===== config.mk =====
export PLATFORM = sky130hd
export DESIGN_NAME = afacc_top
export DESIGN_NICKNAME = d
export VERILOG_FILES = /design/src/afacc_pkg.sv /design/src/afacc_top.sv
export SDC_FILE = /design/constraint.sdc
export NUM_CORES = 1
export LEC_CHECK = 0
export ABC_CLOCK_PERIOD_IN_PS = 29600
export BUFFER_PORTS_ARGS = -buffer_cell sky130_fd_sc_hd__buf_2
export CAP_MARGIN = 10
export CORE_ASPECT_RATIO = 0.7
export CORE_UTILIZATION = 30
export CTS_BUF_LIST = sky130_fd_sc_hd__clkbuf_2 sky130_fd_sc_hd__clkbuf_4 sky130_fd_sc_hd__clkbuf_8
export CTS_CLUSTER_DIAMETER = 150
export DETAILED_ROUTE_END_ITERATION = 6
export GPL_TIMING_DRIVEN = 0
export MAX_ROUTING_LAYER = met4
export SLEW_MARGIN = 20
export SYNTH_ARGS = -nofsm -noshare
export SYNTH_HDL_FRONTEND = slang
export SYNTH_SLANG_ARGS = --single-unit

===== constraint.sdc =====
create_clock -name hclk -period 29.6 [get_ports hclk]
set_input_delay 1.48 -clock hclk [delete_from_list [all_inputs] [get_ports hclk]]
set_output_delay 1.48 -clock hclk [all_outputs]
set_load 0.01 [all_outputs]

===== src/afacc_pkg.sv =====
package afacc_pkg;
	// register byte addresses
	localparam logic [7:0] AFACC_STATUS_OFF  = 8'hd0;
	localparam logic [7:0] AFACC_MAIN_OFF    = 8'he0;
	localparam logic [7:0] AFACC_SECOND_OFF  = 8'hf0;
	// status word field positions
	localparam int AFACC_CARRY_BIT   = 7;
	localparam int AFACC_HALF_BIT    = 6;
	localparam int AFACC_USER0_BIT   = 5;
	localparam int AFACC_BANK_HI_BIT = 4;
	localparam int AFACC_BANK_LO_BIT = 3;
	localparam int AFACC_OVF_BIT     = 2;
	localparam int AFACC_USER1_BIT   = 1;
	localparam int AFACC_PARITY_BIT  = 0;
	// reset values, undocumented so zero
	localparam logic [7:0] AFACC_STATUS_RST = 8'h00;
	localparam logic [7:0] AFACC_MAIN_RST   = 8'h00;
	localparam logic [7:0] AFACC_SECOND_RST = 8'h00;
	// working-register bank geometry
	localparam logic [7:0] AFACC_BANK_SIZE = 8'h08;
	// core operation codes
	typedef enum logic [3:0] {
		AFACC_OP_NONE,
		AFACC_OP_ADD,
		AFACC_OP_ADDC,
		AFACC_OP_SUBB,
		AFACC_OP_AND,
		AFACC_OP_OR,
		AFACC_OP_XOR,
		AFACC_OP_LOAD,
		AFACC_OP_MUL,
		AFACC_OP_DIV,
		AFACC_OP_BIT_SET_C,
		AFACC_OP_BIT_CLR_C,
		AFACC_OP_BIT_CPL_C,
		AFACC_OP_BIT_ANL_C,
		AFACC_OP_BIT_ORL_C,
		AFACC_OP_BIT_MOV_C
	} afacc_op_t;
	// ahb transfer types and word transfer size
	localparam logic [1:0] AFACC_HTRANS_NONSEQ = 2'h2;
	localparam logic [1:0] AFACC_HTRANS_SEQ    = 2'h3;
	localparam logic [2:0] AFACC_HSIZE_WORD    = 3'h2;
endpackage


===== src/afacc_top.sv =====
`timescale 1ns/10ps
// Operation
// - carry flag bit 7 set on carry out of add, on borrow of subtract
// - carry flag is operand and destination of bit operations
// - half carry flag bit 6 set on nibble carry of add, on nibble borrow of subtract
// - user flags bits 5 and 1 written only by software
// - bits 4 and 3 select active working-register bank
// - overflow bit 2 set when carry into and out of bit 7 differ
// - parity bit 0 always tracks odd ones count of main operand
// - eight-bit main operand register, primary accumulator
// - eight-bit second operand register, used by multiply and divide
module afacc_top (
	input  wire logic                hclk,
	input  wire logic                hresetn,
	input  wire logic                hsel,
	input  wire logic [31:0]         haddr,
	input  wire logic [1:0]          htrans,
	input  wire logic                hwrite,
	input  wire logic [2:0]          hsize,
	input  wire logic [31:0]         hwdata,
	input  wire logic                hready,
	output logic      [31:0]         hrdata,
	output logic                     hreadyout,
	output logic                     hresp,
	input  wire logic                op_valid,
	input  wire afacc_pkg::afacc_op_t op_code,
	input  wire logic [7:0]          op_data,
	input  wire logic                op_bit,
	output logic [7:0]               main_operand,
	output logic [7:0]               second_operand,
	output logic [7:0]               status_word,
	output logic                     bit_result,
	output logic [7:0]               bank_base
);
	import afacc_pkg::*;

	logic [7:0] status_r, status_nxt;
	logic [7:0] main_r, main_nxt;
	logic [7:0] second_r, second_nxt;
	logic       bitres_r, bitres_nxt;
	logic [7:0] bank_r, bank_nxt;
	logic       wr_pend_r, wr_pend_nxt;
	logic [7:0] wr_addr_r, wr_addr_nxt;
	logic [31:0] rdata_r, rdata_nxt;

	function automatic logic odd_parity(input logic [7:0] v);
		return ^v;
	endfunction

	function automatic logic [7:0] reg_read(input logic [7:0] a, input logic [7:0] s,
		input logic [7:0] m, input logic [7:0] b);
		logic [7:0] r;
		r = 8'h00;
		unique case (a)
			AFACC_STATUS_OFF: r = s;
			AFACC_MAIN_OFF:   r = m;
			AFACC_SECOND_OFF: r = b;
			default:          r = 8'h00;
		endcase
		return r;
	endfunction

	logic addr_ok;
	assign addr_ok = hsel && hready && (htrans == AFACC_HTRANS_NONSEQ || htrans == AFACC_HTRANS_SEQ);

	always_comb begin
		logic [8:0]  sum;
		logic [4:0]  nib;
		logic [7:0]  low7;
		logic        c_in;
		logic        c6;
		logic [15:0] prod;
		logic [7:0]  wb;
		logic [7:0]  st;
		sum = 9'h000;
		nib = 5'h00;
		low7 = 8'h00;
		c6 = 1'b0;
		prod = 16'h0000;
		wb = 8'h00;
		st = status_r;
		main_nxt = main_r;
		second_nxt = second_r;
		bitres_nxt = bitres_r;
		wr_pend_nxt = 1'b0;
		wr_addr_nxt = wr_addr_r;
		rdata_nxt = rdata_r;
		c_in = status_r[AFACC_CARRY_BIT];
		// bus write data phase lands first, core op may follow it
		if (wr_pend_r) begin
			wb = hwdata[7:0];
			unique case (wr_addr_r)
				AFACC_STATUS_OFF: st = {wb[7:1], st[AFACC_PARITY_BIT]};
				AFACC_MAIN_OFF:   main_nxt = wb;
				AFACC_SECOND_OFF: second_nxt = wb;
				default:          ;
			endcase
		end
		if (op_valid) begin
			unique case (op_code)
				AFACC_OP_ADD, AFACC_OP_ADDC, AFACC_OP_SUBB: begin
					// subtract as add of inverse with borrow folded in
					if (op_code == AFACC_OP_SUBB) begin
						sum = {1'b0, main_r} + {1'b0, ~op_data} + {8'h00, ~c_in};
						nib = {1'b0, main_r[3:0]} + {1'b0, ~op_data[3:0]} + {4'h0, ~c_in};
						low7 = {1'b0, main_r[6:0]} + {1'b0, ~op_data[6:0]} + {7'h00, ~c_in};
					end else begin
						c_in = (op_code == AFACC_OP_ADDC) ? status_r[AFACC_CARRY_BIT] : 1'b0;
						sum = {1'b0, main_r} + {1'b0, op_data} + {8'h00, c_in};
						nib = {1'b0, main_r[3:0]} + {1'b0, op_data[3:0]} + {4'h0, c_in};
						low7 = {1'b0, main_r[6:0]} + {1'b0, op_data[6:0]} + {7'h00, c_in};
					end
					c6 = low7[7];
					main_nxt = sum[7:0];
					st[AFACC_CARRY_BIT] = (op_code == AFACC_OP_SUBB) ? ~sum[8] : sum[8];
					st[AFACC_HALF_BIT] = (op_code == AFACC_OP_SUBB) ? ~nib[4] : nib[4];
					st[AFACC_OVF_BIT] = c6 ^ sum[8];
				end
				AFACC_OP_AND:  main_nxt = main_r & op_data;
				AFACC_OP_OR:   main_nxt = main_r | op_data;
				AFACC_OP_XOR:  main_nxt = main_r ^ op_data;
				AFACC_OP_LOAD: main_nxt = op_data;
				AFACC_OP_MUL: begin
					prod = main_r * second_r;
					main_nxt = prod[7:0];
					second_nxt = prod[15:8];
					st[AFACC_CARRY_BIT] = 1'b0;
					st[AFACC_OVF_BIT] = |prod[15:8];
				end
				AFACC_OP_DIV: begin
					st[AFACC_CARRY_BIT] = 1'b0;
					st[AFACC_OVF_BIT] = (second_r == 8'h00);
					if (second_r != 8'h00) begin
						main_nxt = main_r / second_r;
						second_nxt = main_r % second_r;
					end
				end
				AFACC_OP_BIT_SET_C: st[AFACC_CARRY_BIT] = 1'b1;
				AFACC_OP_BIT_CLR_C: st[AFACC_CARRY_BIT] = 1'b0;
				AFACC_OP_BIT_CPL_C: st[AFACC_CARRY_BIT] = ~status_r[AFACC_CARRY_BIT];
				AFACC_OP_BIT_ANL_C: st[AFACC_CARRY_BIT] = status_r[AFACC_CARRY_BIT] & op_bit;
				AFACC_OP_BIT_ORL_C: st[AFACC_CARRY_BIT] = status_r[AFACC_CARRY_BIT] | op_bit;
				AFACC_OP_BIT_MOV_C: bitres_nxt = status_r[AFACC_CARRY_BIT];
				default: ;
			endcase
		end
		st[AFACC_PARITY_BIT] = odd_parity(main_nxt);
		status_nxt = st;
		bank_nxt = 8'(st[AFACC_BANK_HI_BIT:AFACC_BANK_LO_BIT] * AFACC_BANK_SIZE);
		// bus address phase, zero wait states
		if (addr_ok) begin
			wr_pend_nxt = hwrite;
			wr_addr_nxt = haddr[7:0];
			if (!hwrite && haddr[31:8] == 24'h000000)
				rdata_nxt = {24'h000000, reg_read(haddr[7:0], status_r, main_r, second_r)};
			else if (!hwrite)
				rdata_nxt = 32'h00000000;
		end
		if (addr_ok && (haddr[31:8] != 24'h000000))
			wr_addr_nxt = 8'h00;
	end

	always_ff @(posedge hclk or negedge hresetn) begin
		if (!hresetn) begin
			status_r  <= AFACC_STATUS_RST;
			main_r    <= AFACC_MAIN_RST;
			second_r  <= AFACC_SECOND_RST;
			bitres_r  <= 1'b0;
			bank_r    <= 8'h00;
			wr_pend_r <= 1'b0;
			wr_addr_r <= 8'h00;
			rdata_r   <= 32'h00000000;
		end else begin
			status_r  <= status_nxt;
			main_r    <= main_nxt;
			second_r  <= second_nxt;
			bitres_r  <= bitres_nxt;
			bank_r    <= bank_nxt;
			wr_pend_r <= wr_pend_nxt;
			wr_addr_r <= wr_addr_nxt;
			rdata_r   <= rdata_nxt;
		end
	end

	// slave never stalls, always okay
	assign hreadyout      = 1'b1;
	assign hresp          = 1'b0;
	assign hrdata         = rdata_r;
	assign main_operand   = main_r;
	assign second_operand = second_r;
	assign status_word    = status_r;
	assign bit_result     = bitres_r;
	assign bank_base      = bank_r;
endmodule // afacc_top


After elaboration in Yosys (flattened, before gate mapping)

Cells that the tools add are included.
W data, S select, Z words.

$add $sub $neg: 12
$mul: 1
Divide/modulo/power cells: 2
Equal/unequal tests: 24
Mux-type cells: 35
Bitwise logic cells: 12
Reduce and logical (&&, ||, !) cells: 18

Operators by type and width:

| operator             | number |
|---|---|
| $mux W8              | 15 |
| $mux W32             | 2 |
| $pmux W8 S7          | 1 |
| $eq A8 B8 Y1 const B | 6 |
| $eq A4 B4 Y1 const B | 8 |
| $mux W9              | 3 |
| $logic_not A24 Y1    | 1 |
| $pmux W8 S3          | 1 |
| $reduce_bool A24 Y1  | 1 |
| $add A8 B8 Y9        | 2 |
| $add A9 B1 Y9        | 2 |
| $add A7 B7 Y8        | 2 |
| $add A8 B1 Y8        | 2 |
| $eq A4 B3 Y1 const B | 4 |
| $mul A8 B8 Y16       | 1 |
| $pmux W8 S2          | 1 |
| $mux W5              | 3 |
| $add A4 B4 Y5        | 2 |
| $add A5 B1 Y5        | 2 |
| $and A8 B8 Y8        | 1 |
| $div A8 B8 Y8        | 1 |
| $eq A4 B2 Y1 const B | 2 |
| $logic_not A8 Y1     | 1 |
| $mod A8 B8 Y8        | 1 |
| 25 further kinds     | 39 |

Register bits: 68
Output and inout bits: 67
Word-level logic and storage cells: 113

Longest topological paths before layout

Gate-level depths: netlist (run 1).

Word-level depth: 10
Depth in mapped cells: 55

Least setup slack after synthesis (run 1)

Ideal clock, no wire load.

Path type: register to register
Start: register second_r[0], in the netlist second_operand[0]
End: register status_r[0], in the netlist status_word[0]
Library setup time: 134 ps
Arrival: 11079 ps
Path slack: 18388 ps
Cell stages (with the launch flop): 51
Path through: dfrtp_1 > inv_1 > ha_1 > o21ba_2 > and3_1 > nor2_1 > a21oi_1 > ha_1 > a21o_1 > nand3_1 > a2bb2oi_1 > ha_1 > o21a_1 > o21a_1 > o21a_1 > mux2_4 > ha_1 > a21oi_1 > [... 15 more ...] > ha_1 > o21a_1 > o21a_1 > o211ai_1 > nand2_1 > a41oi_1 > clkbuf_1 > mux2_2 > ha_1 > o21a_1 > o31ai_1 > a21oi_1 > o31ai_1 > nor2b_1 > o221ai_1 > xnor3_1 > xnor2_1 > xnor3_1

Word-level cells in the longest chain between the ends: 5
Elaborated cells between the ends (all ways): 7
Classes of those cells: 1 x mul; 1 x div; 3 x mux; 2 x reduce/logical

RTL lines:

| item                                                       | line                               | text |
|---|---|---|
| start, declared                                            | afacc_top.sv:39                    | `logic [7:0] second_r, second_nxt;` |
| start signal, assigned                                     | afacc_top.sv:176                   | `second_r <= second_nxt;` |
| $div A8 B8 Y8 / $reduce_bool A8 Y1 (equally long branches) | afacc_top.sv:134, afacc_top.sv:133 |  |
| $mux W8                                                    | afacc_top.sv:133                   | `if (second_r != 8'h00) begin` |
| $pmux W8 S7 *                                              | afacc_top.sv:100                   | `unique case (op_code)` |
| $mux W8 *                                                  | afacc_top.sv:99                    | `if (op_valid) begin` |
| named net main_nxt[0]                                      | afacc_top.sv:38                    | `logic [7:0] main_r, main_nxt;` |
| $reduce_xor A8 Y1 *                                        | afacc_top.sv:47                    | `return ^v;` |
| named net status_nxt[0]                                    | afacc_top.sv:37                    | `logic [7:0] status_r, status_nxt;` |
| end signal, assigned                                       | afacc_top.sv:174                   | `status_r <= status_nxt;` |
| end, declared                                              | afacc_top.sv:37                    |  |

Mark *: on every way through the listed nets, which the timed path passes. The rest lies on a longest branch.
A chain may end at the register's enable or synchronous reset.

Worst setup path in the final report (run 1)

Ends and elaborated chain as after synthesis.

==> tab_implementation.tex, run 1 <==
\begin{tabular}{lr}
\hline
Metric & Value \\
\hline
\multicolumn{2}{l}{\textbf{Outcome}} \\
Status & completed \\
\multicolumn{2}{l}{\textbf{Setup path}} \\
Top fanout value on the critical path & 12 \\
Crit end category & flop \\
Startpoint type of the worst setup path & flop \\
Most repeated library cell on the critical path & sky130\_fd\_sc\_hd\_\_ha\_1 \\
Destination of the worst register-to-register timing path & status\_word[0] \\
Stage delay of the slowest cell on the critical path & around 800 ps \\
Required @ worst endpoint & between 20000 and 30000 ps \\
Slowest-stage cell, CP & sky130\_fd\_sc\_hd\_\_dfrtp\_1 \\
Worst reg2reg startpoint & second\_operand[0] \\
Depth of the worst register-to-register path & around 50 \\
Critical setup path kind & flop to flop \\
Crit path arrival time & between 10000 and 15000 ps \\
Setup slack of the worst register-to-register path & approximately 15000 ps \\
\multicolumn{2}{l}{\textbf{Hold path}} \\
Hold-critical path depth & 2 \\
Hold-critical path endpoint & hrdata[7] \\
Worst min-delay path startpoint & hrdata[7] \\
Path category of the worst min-delay check & flop to flop \\
\multicolumn{2}{l}{\textbf{Logic synthesis}} \\
Number of instances in the synthesized netlist & 948 \\
Area share of the largest cell type after synthesis & between 10\% and 20\% \\
Number of different library cells in the post-synthesis netlist & 87 \\
Main area contributors after synthesis & sky130\_fd\_sc\_hd\_\_ha\_1 (16\%), sky130\_fd\_sc\_hd\_\_dfrtp\_1 (13\%), sky130\_fd\_sc\_hd\_\_fa\_1 (10\%) \\
Mean instance size in the synthesized netlist & between 8 and 9 um\^{}2 \\
Total standard cell area after synthesis & $\sim$8000 um\^{}2 \\
Number of warnings reported in the yosys synthesis log & 0 \\
Most area-hungry cell type in the Yosys netlist & sky130\_fd\_sc\_hd\_\_ha\_1 \\
Most used flip-flop cell after synthesis & sky130\_fd\_sc\_hd\_\_dfrtp\_1 \\
Async set or reset register ratio after synthesis & between 90\% and 100\% \\
EDFF count, synth & 0 \\
Portion of the post-synthesis area used by sequential elements & a little over an eighth \\
Count of state elements after synthesis & 42 \\
\multicolumn{2}{l}{\textbf{GRT}} \\
Busiest layer in global routing & met2 \\
Wire length of the first global-routing pass & 39600 um \\
GR Util All Layers & between 10\% and 20\% \\
GR Util met3 & roughly 3.6\% \\
Met2 track utilization from global routing & roughly 29\% \\
Vias in the first global route & a little under 7000 \\
Number of antenna violations at the first check in global routing & 0 \\
Maximum number of pins on one net before global-route repair & 43 \\
GR Layer Usage met1 & between 20 and 30\% \\
Total congestion overflow & 0 \\
\multicolumn{2}{l}{\textbf{Routing}} \\
Drt via density & roughly 5.3 \\
Routed via count & 7423 \\
Number of detailed-route iterations in the first pass & 7 \\
DRT iter0 DRCs & between 600 and 700 \\
Number of remaining DRC errors & 0 \\
Wire length per cell after detailed routing & between 15 and 20 um \\
Total length of routed wires & between 20000 and 30000 um \\
Residual antenna-violating net count after detailed routing & 0 \\
\multicolumn{2}{l}{\textbf{Finish}} \\
Net count of the finished layout & between 1000 and 1500 \\
Number of filler instances in the final layout & roughly 2700 \\
Area growth from synthesis to final layout & 14.4\% \\
Share of cells above drive strength 1 & about a fifth \\
Commonest cells after routing, fill and taps aside & sky130\_fd\_sc\_hd\_\_inv\_1 (100), sky130\_fd\_sc\_hd\_\_ha\_1 (100), sky130\_fd\_sc\_hd\_\_buf\_2 (97) \\
Area occupied by registers & approximately 1100 um\^{}2 \\
Multi-input logic area & between 6000 and 7000 um\^{}2 \\
\multicolumn{2}{l}{\textbf{Timing}} \\
Ratio of final minimum period to clock period & between 40\% and 50\% \\
Count of endpoints failing hold in the final timing report & 0 \\
Final Skew & between 10 and 15 ps \\
Final critical delay including setup and external delays & 14340 ps \\
Achievable frequency & 0.0698 GHz \\
Pin slew with the least headroom to its limit & between 800 and 900 ps \\
Setup repair after global routing missed its margin & false \\
Max-slew violation count & 0 \\
Final total negative setup slack & 0 ps \\
Endpoints failing setup & 0 \\
Max\_slew headroom & between 40\% and 50\% \\
\multicolumn{2}{l}{\textbf{Floorplan}} \\
Starting density of the core & roughly 30\% \\
Core area & 25700 um\^{}2 \\
Die outline width & 195 um \\
Y dimension of the die & 137 um \\
Count of standard-cell rows & between 40 and 50 \\
Boundary pin count & 155 \\
Area of the die & 26900 um\^{}2 \\
\multicolumn{2}{l}{\textbf{Clock network}} \\
Number of buffers created by CTS & 5 \\
Post-CTS Hold Fix Bufs & 0 \\
CTS clk-pin slew, worst paths & $\sim$100 ps \\
TritonCTS clock tree & built \\
Post-CTS repair timing setup buffer count & 0 \\
CTS resizes & 0 \\
Clock root buffer master & sky130\_fd\_sc\_hd\_\_clkbuf\_8 \\
Sink count of the clock tree & 42 \\
Skew-Pair Late Insertion Delay & 310 ps \\
Worst-case clock buffer depth & 2 \\
CTS H-tree depth & 2 \\
\multicolumn{2}{l}{\textbf{Placed design}} \\
Number of port buffers & 94 \\
Placer's final routability congestion estimate & about 1.0 \\
Sum of net half-perimeters after detailed placement & between 20000 and 25000 um \\
\multicolumn{2}{l}{\textbf{Job}} \\
Count of max-cap constraint violations & 0 \\
\hline
\end{tabular}
==> synth_stat cells, types with 20 or more instances <==
cell type / count
sky130_fd_sc_hd__a21oi_1: 44
sky130_fd_sc_hd__buf_4: 36
sky130_fd_sc_hd__clkbuf_1: 22
sky130_fd_sc_hd__dfrtp_1: 42
sky130_fd_sc_hd__fa_1: 41
sky130_fd_sc_hd__ha_1: 100
sky130_fd_sc_hd__inv_1: 100
sky130_fd_sc_hd__mux2_2: 23
sky130_fd_sc_hd__mux2i_1: 25
sky130_fd_sc_hd__nand2_1: 86
sky130_fd_sc_hd__nor2_1: 78
sky130_fd_sc_hd__nor3_1: 21
sky130_fd_sc_hd__o21a_1: 23
sky130_fd_sc_hd__o21ai_0: 58
sky130_fd_sc_hd__xnor2_1: 20
==> sequential cells by signal, summed over array words and instances (netlist names) <==
register	count
hrdata	8
main_operand	8
second_operand	8
wr_addr_r	8
status_word	7
bank_base	1
bit_result	1
wr_pend_r	1
==> per-layer routing <==
layer | wire length [um] | up-vias
met2 | 11100 | 288
met5 | 0 | -
met4 | 357 | 0
li1 | - | 3536
met3 | 2100 | 25
met1 | 12200 | 3574
==> area by class of cell <==
type | instances | area share [%]
antenna | 1 | 0.0278
buffer | 71 | 5.23
clock buffer | 5 | 0.765
clock inverter | 3 | 0.543
inverter | 101 | 4.22
multi-input combinational | 764 | 67.6
sequential | 42 | 11.7
tap | 331 | 4.61
timing repair buffer | 95 | 5.34
==> critical path: cells and delay by family (launching register included) <==
family | cells | cell delay [ps]
AO/OA/AOI/OAI | 24 | 5960
XOR/XNOR | 3 | 710
adder cells (fa/ha/maj) | 8 | 2560
buffers and inverters | 3 | 1040
flip-flops | 1 | 790
multiplexers | 4 | 1370
AND/OR/NAND/NOR | 9 | 1810
==> cell families (layout without fill, tap and decap cells) <==
logic type	count (synthesis)	after routing	synth area share, %
other	2	33	0.0955
AO/OA/AOI/OAI	235	235	20.5
buffers and inverters	172	275	10.8
XOR/XNOR	34	34	4.14
flip-flops	42	42	13.4
AND/OR/NAND/NOR	268	268	16.7
multiplexers	54	54	8.10
adder cells (fa/ha/maj)	141	141	26.4
==> worst max path at each step <==
stage | startpoint | endpoint | slack [ps]
floorplan | second_operand[0] | status_word[0] | 18390
global placement | second_operand[0] | status_word[0] | 15780
detailed placement | second_operand[0] | status_word[0] | 15640
CTS | second_operand[0] | status_word[0] | 15590
global route | second_operand[0] | status_word[0] | 14520
finish | second_operand[0] | status_word[0] | 15260
==> per-stage QoR <==
stage               instance area, um^2  hold WS, ps  cells  worst slack, ps  utilization (%)
finish                             8990          482   1413            15260             35.0
global route                       8990          516   1412            14520             35.0
CTS                                8990          490   1412            15590             35.0
detailed placement                 8870          469   1404            15640             34.5
global placement                   8860          463   1403            15780             34.5
floorplan                          7970          442    978            18390                -
Power of run 1 is left out: the tool's default activity adds up to more than one toggle a clock period on the data nets, which glitch-free logic cannot reach.
==> inputs of run 2 (changes only) <==
Settings changed: ABC_CLOCK_PERIOD_IN_PS 29600 to 13000.
Clock period 29.6 ns to 13 ns, I/O delays scaled along.
==> run 2 against run 1 <==
Final area is 1.2% higher; clock-buffer cell count stayed put; non-clock buffer count is 7 higher; routed wire length is 1.3% higher; critical endpoint unchanged; setup slack worse by 15000 ps; die area stayed put; largest cell class unchanged; worst hold slack worse by 150 ps; clock skew hardly changed.
==> tab_implementation.tex, run 2 (synthesis gave the netlist of run 1 again) <==
\begin{tabular}{lr}
\hline
Metric & Value \\
\hline
\multicolumn{2}{l}{\textbf{Setup path}} \\
Required @ worst endpoint & roughly 13000 ps \\
Stage delay of the slowest cell on the critical path & 570 ps \\
Slowest-stage cell, CP & sky130\_fd\_sc\_hd\_\_dfrtp\_2 \\
Crit path arrival time & between 10000 and 15000 ps \\
Setup crit start & main\_operand[7] \\
Worst Path Buf+Inv & 3 \\
Crit end category & flop \\
Top fanout value on the critical path & 11 \\
Worst reg2reg startpoint & main\_operand[7] \\
Family with the most delay on the worst path & compound AO/OA/AOI/OAI gates \\
Startpoint type of the worst setup path & flop \\
Critical setup path kind & flop to flop \\
Most repeated library cell on the critical path & sky130\_fd\_sc\_hd\_\_ha\_1 \\
\multicolumn{2}{l}{\textbf{Timing}} \\
Final critical delay including setup and external delays & about 12000 ps \\
Setup repair after global routing missed its margin & false \\
Setup WS post-layout & 746 ps \\
Endpoints failing setup & 0 \\
Achievable frequency & 0.0816 GHz \\
Final Skew & between 10 and 15 ps \\
Max\_slew headroom & around 43\% \\
Ratio of final minimum period to clock period & between 90\% and 100\% \\
Max-slew violation count & 0 \\
Pin slew with the least headroom to its limit & just over 800 ps \\
Count of endpoints failing hold in the final timing report & 0 \\
Hold slack & about 330 ps \\
\multicolumn{2}{l}{\textbf{Clock network}} \\
Sink count of the clock tree & 42 \\
TritonCTS clock tree & built \\
Post-CTS Hold Fix Bufs & 0 \\
Clock root buffer master & sky130\_fd\_sc\_hd\_\_clkbuf\_8 \\
Skew-Pair Late Insertion Delay & between 300 and 400 ps \\
CTS clk-pin slew, worst paths & around 100 ps \\
Number of buffers created by CTS & 5 \\
CTS H-tree depth & 2 \\
Worst-case clock buffer depth & 2 \\
\multicolumn{2}{l}{\textbf{GRT}} \\
Total congestion overflow & 0 \\
Met2 track utilization from global routing & 29.0\% \\
Number of antenna violations at the first check in global routing & 0 \\
Vias in the first global route & between 6000 and 7000 \\
Busiest layer in global routing & met2 \\
GR Util met3 & 3.60\% \\
GR Util All Layers & between 15 and 20\% \\
Wire length of the first global-routing pass & $\sim$40000 um \\
GR Layer Usage met1 & 28.2\% \\
Maximum number of pins on one net before global-route repair & 43 \\
\multicolumn{2}{l}{\textbf{Finish}} \\
Fin util & approximately 35\% \\
Number of filler instances in the final layout & 2673 \\
Commonest cells after routing, fill and taps aside & sky130\_fd\_sc\_hd\_\_ha\_1 (100), sky130\_fd\_sc\_hd\_\_inv\_1 (99), sky130\_fd\_sc\_hd\_\_buf\_2 (97) \\
Most common cell after layout, fill and taps aside & sky130\_fd\_sc\_hd\_\_ha\_1 \\
Net count of the finished layout & between 1000 and 1500 \\
Share of cells above drive strength 1 & 20.7\% \\
Area growth from synthesis to final layout & 15.8\% \\
\multicolumn{2}{l}{\textbf{Routing}} \\
Routed via count & $\sim$7400 \\
Residual antenna-violating net count after detailed routing & 0 \\
DRT iter0 DRCs & between 600 and 700 \\
Total length of routed wires & between 20000 and 30000 um \\
Number of remaining DRC errors & 0 \\
Drt via density & 5.24 \\
Wire length per cell after detailed routing & between 15 and 20 um \\
Number of detailed-route iterations in the first pass & 5 \\
\multicolumn{2}{l}{\textbf{Placed design}} \\
Sum of net half-perimeters after detailed placement & $\sim$21000 um \\
Setup slack at placement & -962 ps \\
Placer's final routability congestion estimate & approximately 1 \\
Number of port buffers & 94 \\
\multicolumn{2}{l}{\textbf{Floorplan}} \\
Area of the die & roughly 27000 um\^{}2 \\
Y dimension of the die & $\sim$140 um \\
Die outline width & roughly 200 um \\
Starting density of the core & between 30\% and 40\% \\
Core area & 25700 um\^{}2 \\
Boundary pin count & between 150 and 200 \\
Count of standard-cell rows & 49 \\
\multicolumn{2}{l}{\textbf{Job}} \\
Count of max-cap constraint violations & 0 \\
\multicolumn{2}{l}{\textbf{Outcome}} \\
Status & completed \\
\multicolumn{2}{l}{\textbf{Hold path}} \\
Path category of the worst min-delay check & input port to async pin \\
\hline
\end{tabular}
==> run 2: cell count changes in the layout (fill, tap and decap cells not counted), moves of 2 or more <==
cell,previous run,this run
sky130_fd_sc_hd__buf_4,38,46
sky130_fd_sc_hd__clkinvlp_4,1,3
sky130_fd_sc_hd__dfrtp_1,42,40
sky130_fd_sc_hd__clkbuf_1,22,20
==> run 2: routing by layer <==
| metal | routed length (um) | up-vias |
|---|---|---|
| met5 | 0 | - |
| met4 | 371 | 0 |
| met3 | 1920 | 29 |
| met2 | 11100 | 250 |
| met1 | 12600 | 3623 |
| li1 | - | 3545 |
==> run 2: final timing paths <==
check,to,slack (ps),cells after the start
hold / removal,wr_addr_r[3],330,1
setup reg to reg,status_word[0],750,51
setup / recovery,status_word[0],750,51
hold reg to reg,hrdata[7],480,2
min in group hclk,hrdata[7],480,2
max in group asynchronous,second_operand[0],12220,1
==> run 2: cell type report <==
cell class	count	area, um^2	area share [%]
Buffer	70	470	5.17
Clock buffer	5	68.8	0.756
Antenna cell	1	2.50	0.0275
Sequential cell	42	1060	11.6
Inverter	101	387	4.25
Clock inverter	3	48.8	0.536
Timing Repair Buffer	103	541	5.94
Multi-Input combinational cell	764	6110	67.2
Tap cell	331	414	4.55
==> run 2: what timing repair did <==
action / 4_1_cts / 5_1_grt
pin swaps: 1 / 1
gates resized for setup: 5 / 9
buffers inserted: 4 / 4
setup endpoints to repair: 10 / 10
==> run 2: metrics by stage <==
stage,instances,setup TNS [ps],cell area (um^2)
after floorplan,978,0,7970
after global placement,1403,-3120,8860
after detailed placement,1404,-4480,8870
after CTS,1416,0,9030
after global routing,1419,0,9100
final,1420,0,9100
Power of run 2 is left out for the same reason.
==> inputs of run 3 (changes only) <==
Settings changed: ABC_AREA set to 1.
==> run 3 against run 2 <==
Synthesized cell count increased by 32%; largest cell class unchanged; highest routed layer unchanged; core utilization fell by 0.50 points; non-clock buffer count fell by 17; global-route usage up 0.53 points; setup slack improved by 550 ps; die area rose by 4.2%; register-to-register slack better by 550 ps; sequential share of layout area is 0.35 points lower.
==> tab_implementation.tex, run 3 <==
\begin{tabular}{lr}
\hline
Metric & Value \\
\hline
\multicolumn{2}{l}{\textbf{Timing}} \\
Ratio of final minimum period to clock period & approximately 90\% \\
Pin slew with the least headroom to its limit & 902 ps \\
Max\_slew headroom & 39.4\% \\
Endpoints failing setup & 0 \\
Count of endpoints failing hold in the final timing report & 0 \\
Achievable frequency & around 0.085 GHz \\
Final total negative setup slack & 0 ps \\
Setup WS post-layout & $\sim$1300 ps \\
Max-slew violation count & 0 \\
Final critical delay including setup and external delays & approximately 12000 ps \\
Setup repair after global routing missed its margin & false \\
Final Skew & between 20 and 30 ps \\
\multicolumn{2}{l}{\textbf{Logic synthesis}} \\
Portion of the post-synthesis area used by sequential elements & between 10\% and 20\% \\
Fraction of the mapped netlist area in adder cells & 25.3\% \\
Count of state elements after synthesis & 42 \\
Number of instances in the synthesized netlist & 1252 \\
Most area-hungry cell type in the Yosys netlist & sky130\_fd\_sc\_hd\_\_nand2\_1 \\
Mux cell area share after synthesis & 0\% \\
Fraction of the mapped netlist area in simple logic gates & around 30\% \\
Async set or reset register ratio after synthesis & 100\% \\
Total standard cell area after synthesis & roughly 8000 um\^{}2 \\
Number of warnings reported in the yosys synthesis log & 0 \\
Most used flip-flop cell after synthesis & sky130\_fd\_sc\_hd\_\_dfrtp\_1 \\
Number of different library cells in the post-synthesis netlist & between 50 and 60 \\
Mean instance size in the synthesized netlist & roughly 6.5 um\^{}2 \\
Most numerous cell types in the synthesized netlist & sky130\_fd\_sc\_hd\_\_nand2\_1 (351), sky130\_fd\_sc\_hd\_\_inv\_1 (198), sky130\_fd\_sc\_hd\_\_ha\_1 (100), sky130\_fd\_sc\_hd\_\_nand3\_1 (79), sky130\_fd\_sc\_hd\_\_o21ai\_0 (65) \\
Synthesized-area fraction occupied by xor and xnor cells & between 2 and 2.5\% \\
Area share of the largest cell type after synthesis & around 16\% \\
Fraction of the mapped netlist area in compound gates & between 10\% and 20\% \\
Most repeated cell in the gate-level netlist after synthesis & sky130\_fd\_sc\_hd\_\_nand2\_1 \\
Main combinational cell family by area after synthesis & simple AND/OR/NAND/NOR gates \\
EDFF count, synth & 0 \\
Main area contributors after synthesis & sky130\_fd\_sc\_hd\_\_nand2\_1 (16\%), sky130\_fd\_sc\_hd\_\_ha\_1 (15\%), sky130\_fd\_sc\_hd\_\_dfrtp\_1 (13\%) \\
\multicolumn{2}{l}{\textbf{Setup path}} \\
Critical path endpoint & status\_word[0] \\
Worst reg2reg startpoint & second\_operand[0] \\
Stage delay of the slowest cell on the critical path & between 600 and 700 ps \\
Crit path arrival time & 11880 ps \\
Crit end category & flop \\
Depth of the worst register-to-register path & 71 \\
Setup slack of the worst register-to-register path & $\sim$1300 ps \\
Most repeated library cell on the critical path & sky130\_fd\_sc\_hd\_\_nand2\_1 \\
Top fanout value on the critical path & 13 \\
Setup crit start & second\_operand[0] \\
Slowest-stage cell, CP & sky130\_fd\_sc\_hd\_\_dfrtp\_2 \\
Critical setup path kind & flop to flop \\
Required @ worst endpoint & $\sim$13000 ps \\
Startpoint type of the worst setup path & flop \\
Destination of the worst register-to-register timing path & status\_word[0] \\
\multicolumn{2}{l}{\textbf{Placed design}} \\
Cell count after placement & roughly 1700 \\
Placer's final routability congestion estimate & $\sim$0.95 \\
Sum of net half-perimeters after detailed placement & roughly 23000 um \\
Setup slack at placement & around 1400 ps \\
Number of port buffers & 93 \\
\multicolumn{2}{l}{\textbf{GRT}} \\
Vias in the first global route & between 7000 and 8000 \\
GR Util All Layers & about a fifth \\
Wire length of the first global-routing pass & between 40000 and 50000 um \\
Total congestion overflow & 0 \\
Number of antenna violations at the first check in global routing & 0 \\
Maximum number of pins on one net before global-route repair & 43 \\
\multicolumn{2}{l}{\textbf{Hold path}} \\
Path category of the worst min-delay check & input port to async pin \\
\multicolumn{2}{l}{\textbf{Floorplan}} \\
Die outline width & 200 um \\
Core area & between 20000 and 30000 um\^{}2 \\
Y dimension of the die & about 140 um \\
Starting density of the core & 30.6\% \\
Count of standard-cell rows & 50 \\
Boundary pin count & 155 \\
Area of the die & around 28000 um\^{}2 \\
\multicolumn{2}{l}{\textbf{Clock network}} \\
Clock root buffer master & sky130\_fd\_sc\_hd\_\_clkbuf\_8 \\
TritonCTS clock tree & built \\
CTS clk-pin slew, worst paths & 120 ps \\
Skew-Pair Late Insertion Delay & $\sim$350 ps \\
Worst-case clock buffer depth & 2 \\
CTS resizes & 0 \\
Post-CTS repair timing setup buffer count & 0 \\
Number of buffers created by CTS & 5 \\
Sink count of the clock tree & 42 \\
CTS H-tree depth & 2 \\
Post-CTS Hold Fix Bufs & 0 \\
\multicolumn{2}{l}{\textbf{Routing}} \\
Number of detailed-route iterations in the first pass & 5 \\
Residual antenna-violating net count after detailed routing & 0 \\
Number of remaining DRC errors & 0 \\
Routed via count & around 8400 \\
Total length of routed wires & $\sim$27000 um \\
Wire length per cell after detailed routing & approximately 16 um \\
DRT iter0 DRCs & 858 \\
Drt via density & about 4.8 \\
\multicolumn{2}{l}{\textbf{Finish}} \\
Area growth from synthesis to final layout & 14.1\% \\
Final instance count without filler cells & $\sim$1700 \\
Net count of the finished layout & 1612 \\
ANT cells & 0 \\
Most common cell after layout, fill and taps aside & sky130\_fd\_sc\_hd\_\_nand2\_1 \\
Commonest cells after routing, fill and taps aside & sky130\_fd\_sc\_hd\_\_nand2\_1 (351), sky130\_fd\_sc\_hd\_\_inv\_1 (198), sky130\_fd\_sc\_hd\_\_ha\_1 (100) \\
Share of cells above drive strength 1 & 16.2\% \\
Fin util & between 30\% and 40\% \\
\multicolumn{2}{l}{\textbf{Job}} \\
Count of max-cap constraint violations & 0 \\
\multicolumn{2}{l}{\textbf{Outcome}} \\
Status & completed \\
\hline
\end{tabular}
-- run 3: metrics by stage --
| stage | cell area, um^2 | hold WS (ps) |
|---|---|---|
| floorplan | 8310 | 354 |
| global placement | 9230 | 466 |
| detailed placement | 9240 | 469 |
| CTS | 9340 | 496 |
| global route | 9350 | 338 |
| finish | 9350 | 300 |
-- run 3: how the worst min path moves through the flow --
stage	start	end
5_1_grt	hresetn	second_operand[6]
4_1_cts	wr_addr_r[2]	wr_addr_r[2]
2_1_floorplan	hresetn	bank_base[3]
6_report	hresetn	second_operand[3]
3_3_place_gp	wr_addr_r[7]	wr_addr_r[7]
3_5_place_dp	wr_addr_r[2]	wr_addr_r[2]
-- run 3: logic make-up (layout without fill, tap and decap cells) --
kind of cell / Yosys count / count (layout)
adders and majority gates: 141 / 141
other: 2 / 32
and+or+nand+nor: 563 / 563
xor gates and xnor gates: 22 / 22
DFF: 42 / 42
AOI/OAI and AO/OA: 196 / 196
buffers and inverters: 286 / 388
-- run 3: per-layer routing --
| layer | up-vias | wire, um | global-route usage, % |
|---|---|---|---|
| met1 | 3846 | 13900 | 31.7 |
| met3 | 14 | 2970 | 4.96 |
| met2 | 338 | 10200 | 26.1 |
| met4 | 0 | 203 | 2.09 |
| li1 | 4226 | - | - |
| met5 | - | 0 | - |
-- run 3: layout make-up --
type                    instances  area (um^2)
plain buffers                  62          397
multi-input cells             954         6030
clock inverters                 3         28.8
inverters                     224          843
repair buffers                 94          473
clock buffers                   5         68.8
flip-flops and latches         42         1050
fillers                      2997        17400
well taps                     364          455
-- run 3: critical path, delay by kind of cell (launching register included) --
kind	cells	cell delay [ps]
flip-flops	1	670
buffers and inverters	10	1440
adder cells (fa/ha/maj)	8	2520
AO/OA/AOI/OAI	16	2540
AND/OR/NAND/NOR	36	4130
XOR/XNOR	1	200
Power of run 3 is left out for the same reason.
